--- src/hdl/pcm_voice_pkg.sv ---
package pcm_voice_pkg;

   // register byte offsets
   localparam logic [7:0] ADDR_CTRL = 8'h00;
   localparam logic [7:0] ADDR_DIV = 8'h04;
   localparam logic [7:0] ADDR_MAP = 8'h08;
   localparam logic [7:0] ADDR_FMT = 8'h0C;
   localparam logic [7:0] ADDR_TX0 = 8'h10;
   localparam logic [7:0] ADDR_TX1 = 8'h14;
   localparam logic [7:0] ADDR_TX2 = 8'h18;
   localparam logic [7:0] ADDR_RX = 8'h1C;
   localparam logic [7:0] ADDR_STAT = 8'h20;

   // control fields
   localparam int CTRL_EN = 0;
   localparam int CTRL_MASTER = 1;
   localparam int CTRL_LONG = 2;
   localparam int CTRL_RATE_LSB = 3;
   localparam int CTRL_W = 6;
   localparam logic [5:0] CTRL_RST = 6'h00;
   localparam logic [2:0] RATE_MAX = 3'h4;

   // bit clock half period less one, in hclk cycles (1024 kHz at 250 MHz)
   localparam logic [7:0] DIV_RST = 8'h79;

   // slot map: 4-bit slot per channel, enables above
   localparam int NUM_CH = 3;
   localparam int MAP_EN_LSB = 12;
   localparam logic [14:0] MAP_RST = 15'h0000;

   // format fields
   localparam int FMT_POS_LSB = 0;
   localparam int FMT_LSBF = 2;
   localparam int FMT_FILL_LSB = 3;
   localparam int FMT_PAT_LSB = 16;
   localparam logic [4:0] FMT_RST = 5'h03;
   localparam logic [15:0] PAT_RST = 16'h0000;
   localparam logic [1:0] FILL_ZERO = 2'h0;
   localparam logic [1:0] FILL_ONE = 2'h1;
   localparam logic [1:0] FILL_SIGN = 2'h2;

   // sample and slot geometry
   localparam int SAMPLE_W = 13;
   localparam int WORD_W = 16;
   localparam logic [15:0] SAMPLE_MASK = 16'h1FFF;
   localparam logic [3:0] BIT_LAST = 4'hF;
   localparam logic [7:0] LONG_SYNC_LAST = 8'h02;
   localparam logic [7:0] BIT_IDLE = 8'hFF;

   // receive word and status fields
   localparam int RX_W = 15;
   localparam int RX_CH_LSB = 16;
   localparam int RX_VALID = 31;
   localparam int FIFO_DEPTH = 4;
   localparam int STAT_LOCK = 0;
   localparam int STAT_OVR = 1;
   localparam int STAT_RXV = 2;
   localparam int STAT_SLOT_LSB = 4;

   localparam logic RESP_OKAY = 1'b0;

   typedef enum logic [1:0] {ST_OFF, ST_HUNT, ST_RUN} link_state_t;

endpackage

--- src/hdl/pcm_voice_slot_interface.sv ---
// The implementer's own choices: the address map and the AHB-Lite slave port.
`timescale 1ns/1ps
module pcm_voice_slot_interface
   import pcm_voice_pkg::*;
(
   input wire logic hclk,
   input wire logic hresetn,
   input wire logic hsel,
   input wire logic [31:0] haddr,
   input wire logic [1:0] htrans,
   input wire logic hwrite,
   input wire logic [2:0] hsize,
   input wire logic [31:0] hwdata,
   input wire logic hready,
   output logic [31:0] hrdata,
   output logic hreadyout,
   output logic hresp,
   input wire logic pcm_clk_i,
   output logic pcm_clk_o,
   output logic pcm_clk_oe,
   input wire logic pcm_sync_i,
   output logic pcm_sync_o,
   output logic pcm_sync_oe,
   input wire logic pcm_din,
   output logic pcm_dout,
   output logic pcm_dout_oe
);

   // bus data phase bookkeeping
   logic pend_reg;
   logic pend_write_reg;
   logic [7:0] pend_addr_reg;

   // software visible state
   logic [CTRL_W-1:0] ctrl_reg;
   logic [7:0] div_reg;
   logic [14:0] map_reg;
   logic [4:0] fmt_reg;
   logic [15:0] pat_reg;
   logic [SAMPLE_W-1:0] tx_reg [NUM_CH];
   logic ovr_reg;

   // link side state
   link_state_t state_reg;
   logic clk_s1_reg, clk_s2_reg, clk_s3_reg;
   logic sync_s1_reg, sync_s2_reg, sync_prev_reg;
   logic din_s1_reg, din_s2_reg;
   logic [7:0] div_cnt_reg;
   logic bclk_reg;
   logic [7:0] bit_reg;
   logic start_pend_reg;
   logic [WORD_W-1:0] tx_lat_reg;
   logic [WORD_W-1:0] rx_sh_reg;
   logic [1:0] rx_ch_reg;
   logic rx_push_reg;
   logic [RX_W-1:0] rx_data_reg;

   // fifo handshake
   logic fifo_in_ready;
   logic fifo_out_valid;
   logic [RX_W-1:0] fifo_out_data;

   // address phase is taken only for active transfers; hsize is ignored
   // since only whole-word accesses are supported
   wire take = hsel & hready & htrans[1];
   wire wr = pend_reg & pend_write_reg;
   wire rd = pend_reg & ~pend_write_reg;
   wire wr_ctrl = wr & (pend_addr_reg == ADDR_CTRL);
   wire wr_div = wr & (pend_addr_reg == ADDR_DIV);
   wire wr_map = wr & (pend_addr_reg == ADDR_MAP);
   wire wr_fmt = wr & (pend_addr_reg == ADDR_FMT);
   wire wr_tx0 = wr & (pend_addr_reg == ADDR_TX0);
   wire wr_tx1 = wr & (pend_addr_reg == ADDR_TX1);
   wire wr_tx2 = wr & (pend_addr_reg == ADDR_TX2);
   wire wr_stat = wr & (pend_addr_reg == ADDR_STAT);
   wire rd_rx = rd & (pend_addr_reg == ADDR_RX);

   // control field decode
   wire en = ctrl_reg[CTRL_EN];
   wire master = ctrl_reg[CTRL_MASTER];
   wire long_sync = ctrl_reg[CTRL_LONG];
   wire [2:0] rate_raw = ctrl_reg[CTRL_RATE_LSB +: 3];
   wire [2:0] rate = (rate_raw > RATE_MAX) ? RATE_MAX : rate_raw;
   wire [1:0] pos = fmt_reg[FMT_POS_LSB +: 2];
   wire lsbf = fmt_reg[FMT_LSBF];
   wire [1:0] fill_mode = fmt_reg[FMT_FILL_LSB +: 2];

   // highest slot number and last bit of the frame for the chosen rate
   wire [4:0] slot_span = 5'h01 << rate;
   wire [3:0] slot_hi = 4'(slot_span - 5'h01);
   wire [7:0] frame_last = {slot_hi, BIT_LAST};

   // bit clock edges: own divider as master, synchronised pin as slave
   wire div_hit = (div_cnt_reg == div_reg);
   wire m_rise = master & div_hit & ~bclk_reg;
   wire m_fall = master & div_hit & bclk_reg;
   wire s_rise = ~master & clk_s2_reg & ~clk_s3_reg;
   wire s_fall = ~master & ~clk_s2_reg & clk_s3_reg;
   wire rise = en & (m_rise | s_rise);
   wire fall = en & (m_fall | s_fall);
   wire run = (state_reg == ST_RUN);

   // next bit position taken at the coming rising edge
   wire bit_wrap = (bit_reg == frame_last);
   wire [7:0] bit_nx = (start_pend_reg | bit_wrap) ? 8'h00 : bit_reg + 8'h01;
   wire [3:0] slot_nx = bit_nx[7:4];
   wire [3:0] idx_nx = bit_nx[3:0];
   wire [3:0] slot_now = bit_reg[7:4];
   wire [3:0] idx_now = bit_reg[3:0];

   // slot ownership, one comparator pair per channel
   logic [NUM_CH-1:0] tx_hit;
   logic [NUM_CH-1:0] rx_hit;
   genvar c;
   generate
      for (c = 0; c < NUM_CH; c++)
      begin : g_ch
         wire ch_en = map_reg[MAP_EN_LSB + c];
         wire [3:0] ch_slot = map_reg[4*c +: 4];
         assign tx_hit[c] = ch_en & (ch_slot == slot_nx)
            & (slot_nx <= slot_hi);
         assign rx_hit[c] = ch_en & (ch_slot == slot_now)
            & (slot_now <= slot_hi);
      end
   endgenerate

   // lowest channel wins if software maps two onto one slot
   wire tx_own = |tx_hit;
   wire rx_own = |rx_hit;
   wire [1:0] tx_ch = tx_hit[0] ? 2'd0 : (tx_hit[1] ? 2'd1 : 2'd2);
   wire [1:0] rx_ch = rx_hit[0] ? 2'd0 : (rx_hit[1] ? 2'd1 : 2'd2);

   // transmit word: sample placed at pos, spare bits from the fill source
   wire [SAMPLE_W-1:0] tx_smp = tx_reg[tx_ch];
   wire [WORD_W-1:0] smp_mask = SAMPLE_MASK << pos;
   wire [WORD_W-1:0] smp_wide = {3'h0, tx_smp};
   wire [WORD_W-1:0] smp_placed = smp_wide << pos;
   wire [WORD_W-1:0] fill_src = (fill_mode == FILL_ZERO) ? 16'h0000 :
      (fill_mode == FILL_ONE) ? 16'hFFFF :
      (fill_mode == FILL_SIGN) ? {WORD_W{tx_smp[SAMPLE_W-1]}} :
      pat_reg;
   wire [WORD_W-1:0] tx_word = smp_placed | (fill_src & ~smp_mask);

   // word is captured at bit 0 so a mid-slot write cannot tear it
   wire [WORD_W-1:0] tx_cur = (idx_nx == 4'h0) ? tx_word : tx_lat_reg;
   wire [3:0] tx_sel = lsbf ? idx_nx : BIT_LAST - idx_nx;
   wire tx_bit = tx_cur[tx_sel];

   // receive shifter; spare bits are simply dropped on extraction
   wire [WORD_W-1:0] rx_sh_nx = lsbf ? {din_s2_reg, rx_sh_reg[WORD_W-1:1]}
      : {rx_sh_reg[WORD_W-2:0], din_s2_reg};
   wire [WORD_W-1:0] rx_shifted = rx_sh_nx >> pos;
   wire [SAMPLE_W-1:0] rx_smp = rx_shifted[SAMPLE_W-1:0];

   // master sync level for the bit about to start
   wire sync_short = (bit_nx == frame_last);
   wire sync_long = (bit_nx <= LONG_SYNC_LAST);
   wire sync_lvl = long_sync ? sync_long : sync_short;
   wire sync_edge = sync_s2_reg & ~sync_prev_reg;

   // bus answer mux, reserved bits read as zero
   logic [31:0] rd_val;
   always_comb
   begin
      rd_val = 32'h0000_0000;
      case (pend_addr_reg)
         ADDR_CTRL: rd_val[CTRL_W-1:0] = ctrl_reg;
         ADDR_DIV: rd_val[7:0] = div_reg;
         ADDR_MAP: rd_val[14:0] = map_reg;
         ADDR_FMT:
         begin
            rd_val[4:0] = fmt_reg;
            rd_val[FMT_PAT_LSB +: WORD_W] = pat_reg;
         end
         ADDR_TX0: rd_val[SAMPLE_W-1:0] = tx_reg[0];
         ADDR_TX1: rd_val[SAMPLE_W-1:0] = tx_reg[1];
         ADDR_TX2: rd_val[SAMPLE_W-1:0] = tx_reg[2];
         ADDR_RX:
         begin
            rd_val[SAMPLE_W-1:0] = fifo_out_data[SAMPLE_W-1:0];
            rd_val[RX_CH_LSB +: 2] = fifo_out_data[RX_W-1:SAMPLE_W];
            rd_val[RX_VALID] = fifo_out_valid;
         end
         ADDR_STAT:
         begin
            rd_val[STAT_LOCK] = run;
            rd_val[STAT_OVR] = ovr_reg;
            rd_val[STAT_RXV] = fifo_out_valid;
            rd_val[STAT_SLOT_LSB +: 4] = slot_now;
         end
         default: rd_val = 32'h0000_0000;
      endcase
   end

   // one wait state per transfer keeps hrdata a plain register
   always_ff @(posedge hclk or negedge hresetn)
   begin
      if (!hresetn)
      begin
         pend_reg <= 1'b0;
         pend_write_reg <= 1'b0;
         pend_addr_reg <= 8'h00;
         hreadyout <= 1'b1;
         hrdata <= 32'h0000_0000;
         hresp <= RESP_OKAY;
      end
      else
      begin
         hresp <= RESP_OKAY;
         if (take)
         begin
            pend_reg <= 1'b1;
            pend_write_reg <= hwrite;
            pend_addr_reg <= haddr[7:0];
            hreadyout <= 1'b0;
         end
         else if (pend_reg)
         begin
            pend_reg <= 1'b0;
            hreadyout <= 1'b1;
            if (rd)
               hrdata <= rd_val;
         end
      end
   end

   // configuration registers; reset gives the default sample format
   always_ff @(posedge hclk or negedge hresetn)
   begin
      if (!hresetn)
      begin
         ctrl_reg <= CTRL_RST;
         div_reg <= DIV_RST;
         map_reg <= MAP_RST;
         fmt_reg <= FMT_RST;
         pat_reg <= PAT_RST;
         tx_reg[0] <= '0;
         tx_reg[1] <= '0;
         tx_reg[2] <= '0;
      end
      else
      begin
         if (wr_ctrl)
            ctrl_reg <= hwdata[CTRL_W-1:0];
         if (wr_div)
            div_reg <= hwdata[7:0];
         if (wr_map)
            map_reg <= hwdata[14:0];
         if (wr_fmt)
         begin
            fmt_reg <= hwdata[4:0];
            pat_reg <= hwdata[FMT_PAT_LSB +: WORD_W];
         end
         if (wr_tx0)
            tx_reg[0] <= hwdata[SAMPLE_W-1:0];
         if (wr_tx1)
            tx_reg[1] <= hwdata[SAMPLE_W-1:0];
         if (wr_tx2)
            tx_reg[2] <= hwdata[SAMPLE_W-1:0];
      end
   end

   // overrun is sticky, write one clears; a new overrun wins the clear
   always_ff @(posedge hclk or negedge hresetn)
   begin
      if (!hresetn)
         ovr_reg <= 1'b0;
      else if (rx_push_reg && !fifo_in_ready)
         ovr_reg <= 1'b1;
      else if (wr_stat && hwdata[STAT_OVR])
         ovr_reg <= 1'b0;
   end

   // pins from the far side pass two flops before any logic sees them
   always_ff @(posedge hclk or negedge hresetn)
   begin
      if (!hresetn)
      begin
         clk_s1_reg <= 1'b0;
         clk_s2_reg <= 1'b0;
         clk_s3_reg <= 1'b0;
         sync_s1_reg <= 1'b0;
         sync_s2_reg <= 1'b0;
         din_s1_reg <= 1'b0;
         din_s2_reg <= 1'b0;
      end
      else
      begin
         clk_s1_reg <= pcm_clk_i;
         clk_s2_reg <= clk_s1_reg;
         clk_s3_reg <= clk_s2_reg;
         sync_s1_reg <= pcm_sync_i;
         sync_s2_reg <= sync_s1_reg;
         din_s1_reg <= pcm_din;
         din_s2_reg <= din_s1_reg;
      end
   end

   // master bit clock divider; also drives the clock and sync enables
   always_ff @(posedge hclk or negedge hresetn)
   begin
      if (!hresetn)
      begin
         div_cnt_reg <= 8'h00;
         bclk_reg <= 1'b0;
         pcm_clk_o <= 1'b0;
         pcm_clk_oe <= 1'b0;
         pcm_sync_oe <= 1'b0;
      end
      else
      begin
         pcm_clk_oe <= en & master;
         pcm_sync_oe <= en & master;
         // pin follows the divider on the same edge, so data and sync
         // launched at a rise never lead the clock pin
         if (!(en && master))
         begin
            div_cnt_reg <= 8'h00;
            bclk_reg <= 1'b0;
            pcm_clk_o <= 1'b0;
         end
         else if (div_hit)
         begin
            div_cnt_reg <= 8'h00;
            bclk_reg <= ~bclk_reg;
            pcm_clk_o <= ~bclk_reg;
         end
         else
            div_cnt_reg <= div_cnt_reg + 8'h01;
      end
   end

   // frame tracking: master runs at once, slave hunts for sync
   always_ff @(posedge hclk or negedge hresetn)
   begin
      if (!hresetn)
      begin
         state_reg <= ST_OFF;
         bit_reg <= BIT_IDLE;
         start_pend_reg <= 1'b0;
         sync_prev_reg <= 1'b0;
      end
      else
      begin
         case (state_reg)
            ST_OFF:
            begin
               bit_reg <= BIT_IDLE;
               start_pend_reg <= 1'b0;
               if (en)
                  state_reg <= master ? ST_RUN : ST_HUNT;
            end
            ST_HUNT, ST_RUN:
            begin
               if (!en)
                  state_reg <= ST_OFF;
               else
               begin
                  if (rise)
                  begin
                     if (master || state_reg == ST_RUN || start_pend_reg)
                        bit_reg <= bit_nx;
                     if (start_pend_reg)
                        state_reg <= ST_RUN;
                     start_pend_reg <= 1'b0;
                  end
                  if (fall && !master)
                  begin
                     sync_prev_reg <= sync_s2_reg;
                     if (!long_sync && sync_s2_reg)
                        start_pend_reg <= 1'b1;
                     if (long_sync && sync_edge)
                     begin
                        bit_reg <= 8'h00;
                        state_reg <= ST_RUN;
                     end
                  end
               end
            end
            default: state_reg <= ST_OFF;
         endcase
      end
   end

   // transmit side: launch on rising, release after last falling edge
   always_ff @(posedge hclk or negedge hresetn)
   begin
      if (!hresetn)
      begin
         pcm_dout <= 1'b0;
         pcm_dout_oe <= 1'b0;
         pcm_sync_o <= 1'b0;
         tx_lat_reg <= '0;
      end
      else if (!en)
      begin
         pcm_dout_oe <= 1'b0;
         pcm_sync_o <= 1'b0;
      end
      else
      begin
         if (rise)
         begin
            pcm_sync_o <= master & sync_lvl;
            // lock rise of a slave counts as running, else bit 0 is lost
            if ((run || start_pend_reg) && tx_own)
            begin
               pcm_dout <= tx_bit;
               pcm_dout_oe <= 1'b1;
               if (idx_nx == 4'h0)
                  tx_lat_reg <= tx_word;
            end
            else
               pcm_dout_oe <= 1'b0;
         end
         else if (fall && idx_now == BIT_LAST)
            pcm_dout_oe <= 1'b0;
      end
   end

   // receive side: sample on falling edge, push one word per owned slot
   always_ff @(posedge hclk or negedge hresetn)
   begin
      if (!hresetn)
      begin
         rx_sh_reg <= '0;
         rx_ch_reg <= 2'd0;
         rx_push_reg <= 1'b0;
         rx_data_reg <= '0;
      end
      else
      begin
         rx_push_reg <= 1'b0;
         if (en && run && fall && rx_own)
         begin
            rx_sh_reg <= rx_sh_nx;
            rx_ch_reg <= rx_ch;
            if (idx_now == BIT_LAST)
            begin
               rx_push_reg <= 1'b1;
               rx_data_reg <= {rx_ch, rx_smp};
            end
         end
      end
   end

   // a full fifo drops the word and raises overrun instead of stalling
   voice_fifo #(
      .WIDTH(RX_W),
      .DEPTH(FIFO_DEPTH)
   ) u_rx_fifo (
      .clk(hclk),
      .rst_n(hresetn),
      .in_valid(rx_push_reg),
      .in_ready(fifo_in_ready),
      .in_data(rx_data_reg),
      .out_valid(fifo_out_valid),
      .out_ready(rd_rx),
      .out_data(fifo_out_data)
   );

endmodule

--- src/hdl/voice_fifo.sv ---
`timescale 1ns/1ps
module voice_fifo
#(
   parameter int WIDTH = 15,
   parameter int DEPTH = 4
)
(
   input wire logic clk,
   input wire logic rst_n,
   input wire logic in_valid,
   output logic in_ready,
   input wire logic [WIDTH-1:0] in_data,
   output logic out_valid,
   input wire logic out_ready,
   output logic [WIDTH-1:0] out_data
);
   localparam int AW = $clog2(DEPTH);

   logic [WIDTH-1:0] mem_reg [DEPTH];
   logic [AW-1:0] wptr_reg;
   logic [AW-1:0] rptr_reg;
   logic [AW:0] count_reg;
   wire push = in_valid & in_ready;
   wire pop = out_valid & out_ready;

   // honest flags straight from the occupancy count
   assign in_ready = (count_reg != (AW+1)'(DEPTH));
   assign out_valid = (count_reg != '0);
   assign out_data = mem_reg[rptr_reg];

   // storage has no reset; only pointers and count need a known value
   always_ff @(posedge clk)
   begin
      if (push)
      begin
         mem_reg[wptr_reg] <= in_data;
      end
   end

   always_ff @(posedge clk or negedge rst_n)
   begin
      if (!rst_n)
      begin
         wptr_reg <= '0;
         rptr_reg <= '0;
         count_reg <= '0;
      end
      else
      begin
         if (push)
            wptr_reg <= (wptr_reg == AW'(DEPTH-1)) ? '0 : wptr_reg + 1'b1;
         if (pop)
            rptr_reg <= (rptr_reg == AW'(DEPTH-1)) ? '0 : rptr_reg + 1'b1;
         if (push && !pop)
            count_reg <= count_reg + 1'b1;
         else if (pop && !push)
            count_reg <= count_reg - 1'b1;
      end
   end
endmodule
--- config.mk ---
export PLATFORM = sky130hd
export DESIGN_NAME = pcm_voice_slot_interface
export DESIGN_NICKNAME = d
export VERILOG_FILES = /design/src/hdl/pcm_voice_pkg.sv /design/src/hdl/pcm_voice_slot_interface.sv /design/src/hdl/voice_fifo.sv
export SDC_FILE = /design/constraint.sdc
export NUM_CORES = 1
export LEC_CHECK = 0
export BUFFER_PORTS_ARGS = -buffer_cell sky130_fd_sc_hd__buf_4
export CORE_AREA = 8 8 244 246
export DETAILED_ROUTE_END_ITERATION = 16
export DIE_AREA = 0 0 252 254
export GPL_TIMING_DRIVEN = 0
export SLEW_MARGIN = 25
export SYNTH_ARGS = -nofsm -noshare
export SYNTH_HDL_FRONTEND = slang
export SYNTH_SLANG_ARGS = --single-unit
--- constraint.sdc ---
create_clock -name hclk -period 11.89 [get_ports hclk]
set_input_delay 0.5945 -clock hclk [delete_from_list [all_inputs] [get_ports hclk]]
set_output_delay 0.5945 -clock hclk [all_outputs]
set_load 0.02 [all_outputs]
# After elaboration in Yosys (flattened, before gate mapping)
# Memories as Yosys holds them, arrays and structs flattened.
# Index checks and enable logic that the tools add are counted.
word_totals:
  ramBits: 60
  out_inout_bits: 40
  memories: 1
  input_bits: 77
  reg_bits: 219
  word_cells: 248
classes:
  shift: 4
  n_reduce_logical: 38
  n_mux: 70
  n_lt_le_gt_ge: 6
  n_bitwise: 53
  add_sub_neg: 8
  eq_ne: 30
memory_table:
  columns: ["memory", "depth", "word_bits", "read_ports", "rd_clocked_by_memory_dff", "wr", "line_no", "text"]
  rows:
  - ["u_rx_fifo.mem_reg", 4, 15, 1, 0, 1, "voice_fifo.sv:19", "logic [WIDTH-1:0] mem_reg [DEPTH];"]
ops:
  columns: ["operator", "n"]
  rows:
  - ["16-bit two-way mux", 5]
  - ["8-bit two-way mux", 8]
  - ["1-bit AND", 39]
  - ["13-bit two-way mux", 3]
  - ["8-bit by 5-bit == test with 1-bit output, second input constant", 4]
  - ["2-bit two-way mux", 14]
  - ["3-bit case mux with 9 select lines", 1]
  - ["13-bit binary-select mux with 2-bit select", 1]
  - ["5-bit case mux with 5 select lines", 1]
  - ["4-bit == test", 6]
  - ["8-bit == test", 3]
  - ["1-bit two-way mux", 23]
  - ["8-bit by 1-bit adder with 8-bit output, second input constant", 2]
  - ["16-bit AND", 1]
  - ["8-bit by 4-bit == test with 1-bit output, second input constant", 2]
  - ["16-bit inverter", 1]
  - ["16-bit bitwise OR", 1]
  - ["1-bit case mux with 8 select lines", 2]
  - ["8-bit case mux with 2 select lines", 1]
  - ["13-bit by 2-bit left shift with 16-bit output", 1]
  - ["13-bit by 2-bit left shift with 16-bit output, first input constant", 1]
  - ["16-bit by 2-bit right shift with 13-bit output", 1]
  - ["2-bit case mux with 7 select lines", 1]
  - ["1-bit logical AND", 13]
  - ["other kinds (40)", 74]

# Longest topological paths before layout
logic_depth:
  depth_word: 24
  mapped_depth: 21
  depth_no_buf: 17

# By module
# A second synthesis with hierarchy kept.
unflattened:
  cells_unflattened: 1262
  area_unflattened_um2: 14396.3
by_module_without_submodules:
  columns: ["mod", "area_per_inst_um2", "cells_per_inst", "seq_area_each_um2", "n_inst"]
  rows:
  - ["pcm_voice_slot_interface", 11791.3, 1147, 5325.1, 1]
  - ["voice_fifo", 2605.0, 115, 1976.9, 1]

# Worst setup path after synthesis
# Ideal clock, no wire load.
synth_timing:
  path_type: "flip-flop to flip-flop"
  start: "register bit_reg[4]"
  end: "register tx_lat_reg[10]"
  required_time_ns: 11.765
  setup_ns: 0.125
  path_slack_ns: 7.517
  stages_incl_launch_ff: 19
  synth_period_minus_slack_ns: 4.373
  path_buffers: 3
  arrival_time_ns: 4.248
  cell_sequence: "dfstp_2 buf_2 inv_1 ha_1 and4_1 or4_4 a21oi_2 ha_1 a21oi_1 nand3b_1 a21boi_0 o2111ai_1 or2_1 buf_6 buf_6 nor2_1 a21oi_1 mux4_2 mux2_4"
synth_between:
  elab_chain_cells: 18
  elab_cells_between_ends: 31
  classes_between: "add/sub (1); order compare (1); eq/ne (4); shift (1); mux (10); bitwise (10); reduce/logical (4)"
synth_lines:
  columns: ["element", "line_no", "text"]
  rows:
  - ["from (decl)", "pcm_voice_slot_interface.sv:50", "logic [7:0] bit_reg;"]
  - ["from (signal assigned)", "pcm_voice_slot_interface.sv:362", "bit_reg <= bit_nx;"]
  - ["parallel branches: the longest is 2 deep, another holds 8-bit by 1-bit adder with 8-bit output", null, null]
  - ["8-bit two-way mux *", "pcm_voice_slot_interface.sv:105", "wire [7:0] bit_nx = (start_pend_reg | bit_wrap) ? 8'h00 : bit_reg + 8'h01;"]
  - ["parallel branches: the longest is 15 deep, another holds 4-bit <= comparator", null, null]
  - ["to (signal assigned)", "pcm_voice_slot_interface.sv:411", "tx_lat_reg <= tx_word;"]
  - ["to (decl)", "pcm_voice_slot_interface.sv:52", "logic [WORD_W-1:0] tx_lat_reg;"]
# Mark *: on every way between the ends. The select of a mux whose other input is x is not followed.
# A chain may end at the register's enable or synchronous reset.

# Worst setup path after layout
layout_timing:
  start: "register bit_reg[4]"
  end: "register tx_lat_reg[15]"
# The elaborated chain is that of the path after synthesis.

==> metrics.md <==
| Metric | Value |
|---|---|
| Rel. slew slack | 26.7% |
| GRT Overall Usage | about an eighth |
| Port bufs | 85 |
| Vias per cell | 4.88 |
| Longest Clk Path Bufs | 3 |
| Worst EP arrival | 5.68 ns |
| DRT iter0 DRCs | 896 |
| Max-slew violations | 0 |
| Status | finished with violations |
| First-pass GRT wire length | 62,900 um |
| Clk slew on worst S/H paths | 0.06 ns |
| Data required, critical path | 12.29 ns |
| Synthesized flop and latch total | 279 |
| PwrDens | roughly 160 nW/um^2 |
| Worst Setup End Kind | flip-flop |
| Crit Reg-Reg Endpoint | tx_lat_reg[15]$_DFFE_PN0P_ |
| Worst slew pin tran | 1.09 ns |
| Antenna diode count | 0 |
| Clock Power Share | 39.4% |
| Crit path max-delay cell type | dfstp_2 |
| Initial antenna violation count | 0 |
| Most frequent cells in the layout | 203 x dfrtp_1, 137 x mux2_2, 95 x nor2_1 |
| GR Overflow Total | 0 |
| Number of synthesized flops with an enable pin | 60 |
| Synthesis warning total | 0 |
| Post-CTS setup buffer count | 0 |
| DR DRC count | 0 |
| Syn_area_per_cell | 12.0 sq um |
| Final setup vio count | 0 |
| DR WL/cell | 19.9 um |
| Final #Nets | around 1,400 |
| Area occupied by multi-input gates | 6140 sq um |
| HPWL reported at the end of detailed placement | 30,300 um |
| Area Overhead vs Synth | 20.0% |
| Share of layout cells above drive strength 1 | 26.4% |
| Crit path launch type | flip-flop |
| Routed WL | ~41,000 um |
| DR vias | approximately 10,000 |
| Sinks on the clock net | 279 |
| Vias in the first global route | ~10,000 |
| TritonRoute pass-1 iters | 6 |
| Max Fanout on Critical Path | 10 |
| Switch Pwr | 766 uW |
| Core area | 55,700 sq um |
| Io pins | 117 |
| Utilization after layout | 29.7% |
| Hold slack | -0.00429 ns |
| Largest net degree at the start of global routing | 83 |
| Area of the mapped netlist | ~14,000 sq um |
| Std cell rows | 87 |
| Peak supply drop | between 90 and 100 uV |
| CTS Buf Count | 34 |
| Flop2flop setup slack | around 6.6 ns |
| FF+latch area | around 7300 sq um |
| Max Cap Violations | 0 |
| Comb power frac | 18.4% |
| Root buf cell | clkbuf_16 |
| Number of cells on the worst reg-to-reg path | 18 |
| RSZ-0062 raised after global routing | no |
| Sw Share | 29.7% |
| Die area | 64,000 sq um |
| Die width | 252 um |
| Worst R2R Start | bit_reg[4]$_DFFE_PN1P_ |
| Seq pwr share | a little over two fifths |
| CP cell instances | buf_2, inv_1, ha_1, and4_1, or4_4, a21oi_2, ha_1, a21oi_1, nand3b_1, a21boi_0, o2111ai_1, or2_1, buf_6, o31ai_2, o221ai_2, nor2_1, buf_2, mux2_1 |
| WP buf/inv | 4 |
| Tcrit/Tclk final | 44.4% |
| Worst path top cell family by delay | simple AND/OR/NAND/NOR gates |
| Fillcell total | 5,746 |
| Clk_lat worst skew | 0.54 ns |
| Tot Pwr | roughly 2.6 mW |
| Worst Hold Class | in2async |
| Gate count of the mapped netlist | 1,153 |
| Most common cell after layout, fill and taps aside | dfrtp_1 |
| Netlist cell types | 84 |
| Final min period | 5.28 ns |
| CTS tree | done |
| GP Congestion | between 0.8 and 0.9 |
| Fin. Hold Viols | 1 |
| Post-CTS Resized | 0 |
| Initial Util | approximately a quarter |
| CTS H-tree lvls | 2 |
| Worst Clk Skew | 0.0145 ns |
| LEAKAGE | about 7 nW |
| Setup TNS | 0 ns |
| Die height | 254 um |
| CP peak stage delay | 0.54 ns |
| Critical setup path kind | reg2reg |
| Detail Route Antenna Nets | 0 |
| Fmax | roughly 190 MHz |
| Ys async rst share | roughly four fifths |
| Failing checks | negative hold slack |
| Max reg flops | 60 |
| Internal power | 1.81 mW |
| Hold buffer count at cts | 0 |
| Ys flop type | dfrtp_1 |
| Sequential-to-total area share from yosys stat | 52.9% |
worst max path at each step:
stage                      startpoint                    endpoint  slack (ns)  cells past startpoint
6_report       bit_reg[4]$_DFFE_PN1P_  tx_lat_reg[15]$_DFFE_PN0P_        6.61                     18
5_1_grt        bit_reg[4]$_DFFE_PN1P_   tx_lat_reg[6]$_DFFE_PN0P_        6.32                     18
4_1_cts        bit_reg[4]$_DFFE_PN1P_   tx_lat_reg[6]$_DFFE_PN0P_        6.66                     18
3_5_place_dp   bit_reg[4]$_DFFE_PN1P_   tx_lat_reg[6]$_DFFE_PN0P_        6.70                     18
3_3_place_gp   bit_reg[4]$_DFFE_PN1P_   tx_lat_reg[2]$_DFFE_PN0P_        6.68                     18
2_1_floorplan  bit_reg[4]$_DFFE_PN1P_  tx_lat_reg[10]$_DFFE_PN0P_        7.52                     18
power by group through the flow:
stage	clock, mW	combinational, mW	sequential, mW
after floorplan	0	0.312	1.10
after global placement	0	0.456	1.10
after detailed placement	0	0.468	1.11
after CTS	1.04	0.470	1.09
after global routing	1.08	0.516	1.10
final	1.02	0.474	1.09
Yosys cell counts, types with 21 or more instances:
master / count / share of area [%]
clkbuf_1: 43 / 1.2
xor2_1: 21 / 1.3
edfxtp_1: 60 / 13
nand2_1: 87 / 2.4
xnor2_1: 22 / 1.4
o21ai_0: 48 / 1.7
dfrtp_1: 203 / 37
a21oi_1: 40 / 1.5
mux2i_1: 43 / 3.1
inv_1: 21 / 0.57
mux2_2: 137 / 11
a22oi_1: 21 / 1.1
nor2_1: 95 / 2.6
logic make-up after synthesis:
group	after synthesis	share of synthesized area, %
multiplexers	206	17.8
XOR/XNOR	43	2.73
AO/OA/AOI/OAI	228	11.9
AND/OR/NAND/NOR	290	10.1
buffers and inverters	86	2.62
flip-flops	279	52.9
adder cells (fa/ha/maj)	20	1.87
other	1	0.0272
per-layer routing:
layer  part of all wire, %  global-route usage [%]
met1                    41                    15.5
met2                    49                    21.2
met3                   6.7                    3.26
met4                   3.6                    4.89
met5                     0                       0
area by class of cell:
cell class	instances	share of cell area, %
Buffer	65	1.71
Clock buffer	51	5.83
Clock inverter	11	0.847
Inverter	21	0.476
Multi-Input combinational cell	789	37.1
Sequential cell	279	44.1
Tap cell	756	5.72
Timing Repair Buffer	87	4.23
worst register-to-register path: stages, from the launching register on:
cell	delay [ns]
dfstp_2	0.54
buf_2	0.25
inv_1	0.13
ha_1	0.32
and4_1	0.23
or4_4	0.52
a21oi_2	0.30
ha_1	0.33
a21oi_1	0.16
nand3b_1	0.12
a21boi_0	0.19
o2111ai_1	0.32
or2_1	0.33
buf_6	0.15
o31ai_2	0.08
o221ai_2	0.32
nor2_1	0.21
buf_2	0.29
mux2_1	0.36
per-stage QoR:
| stage | instance area [sq um] | cells | setup WS (ns) |
|---|---|---|---|
| floorplan | 13800 | 1154 | 7.52 |
| global placement | 15400 | 1995 | 6.68 |
| detailed placement | 15400 | 1997 | 6.70 |
| CTS | 16600 | 2059 | 6.66 |
| global route | 16600 | 2059 | 6.32 |
| finish | 16600 | 2059 | 6.61 |
Note: power is estimated with default switching activity, not from simulation.
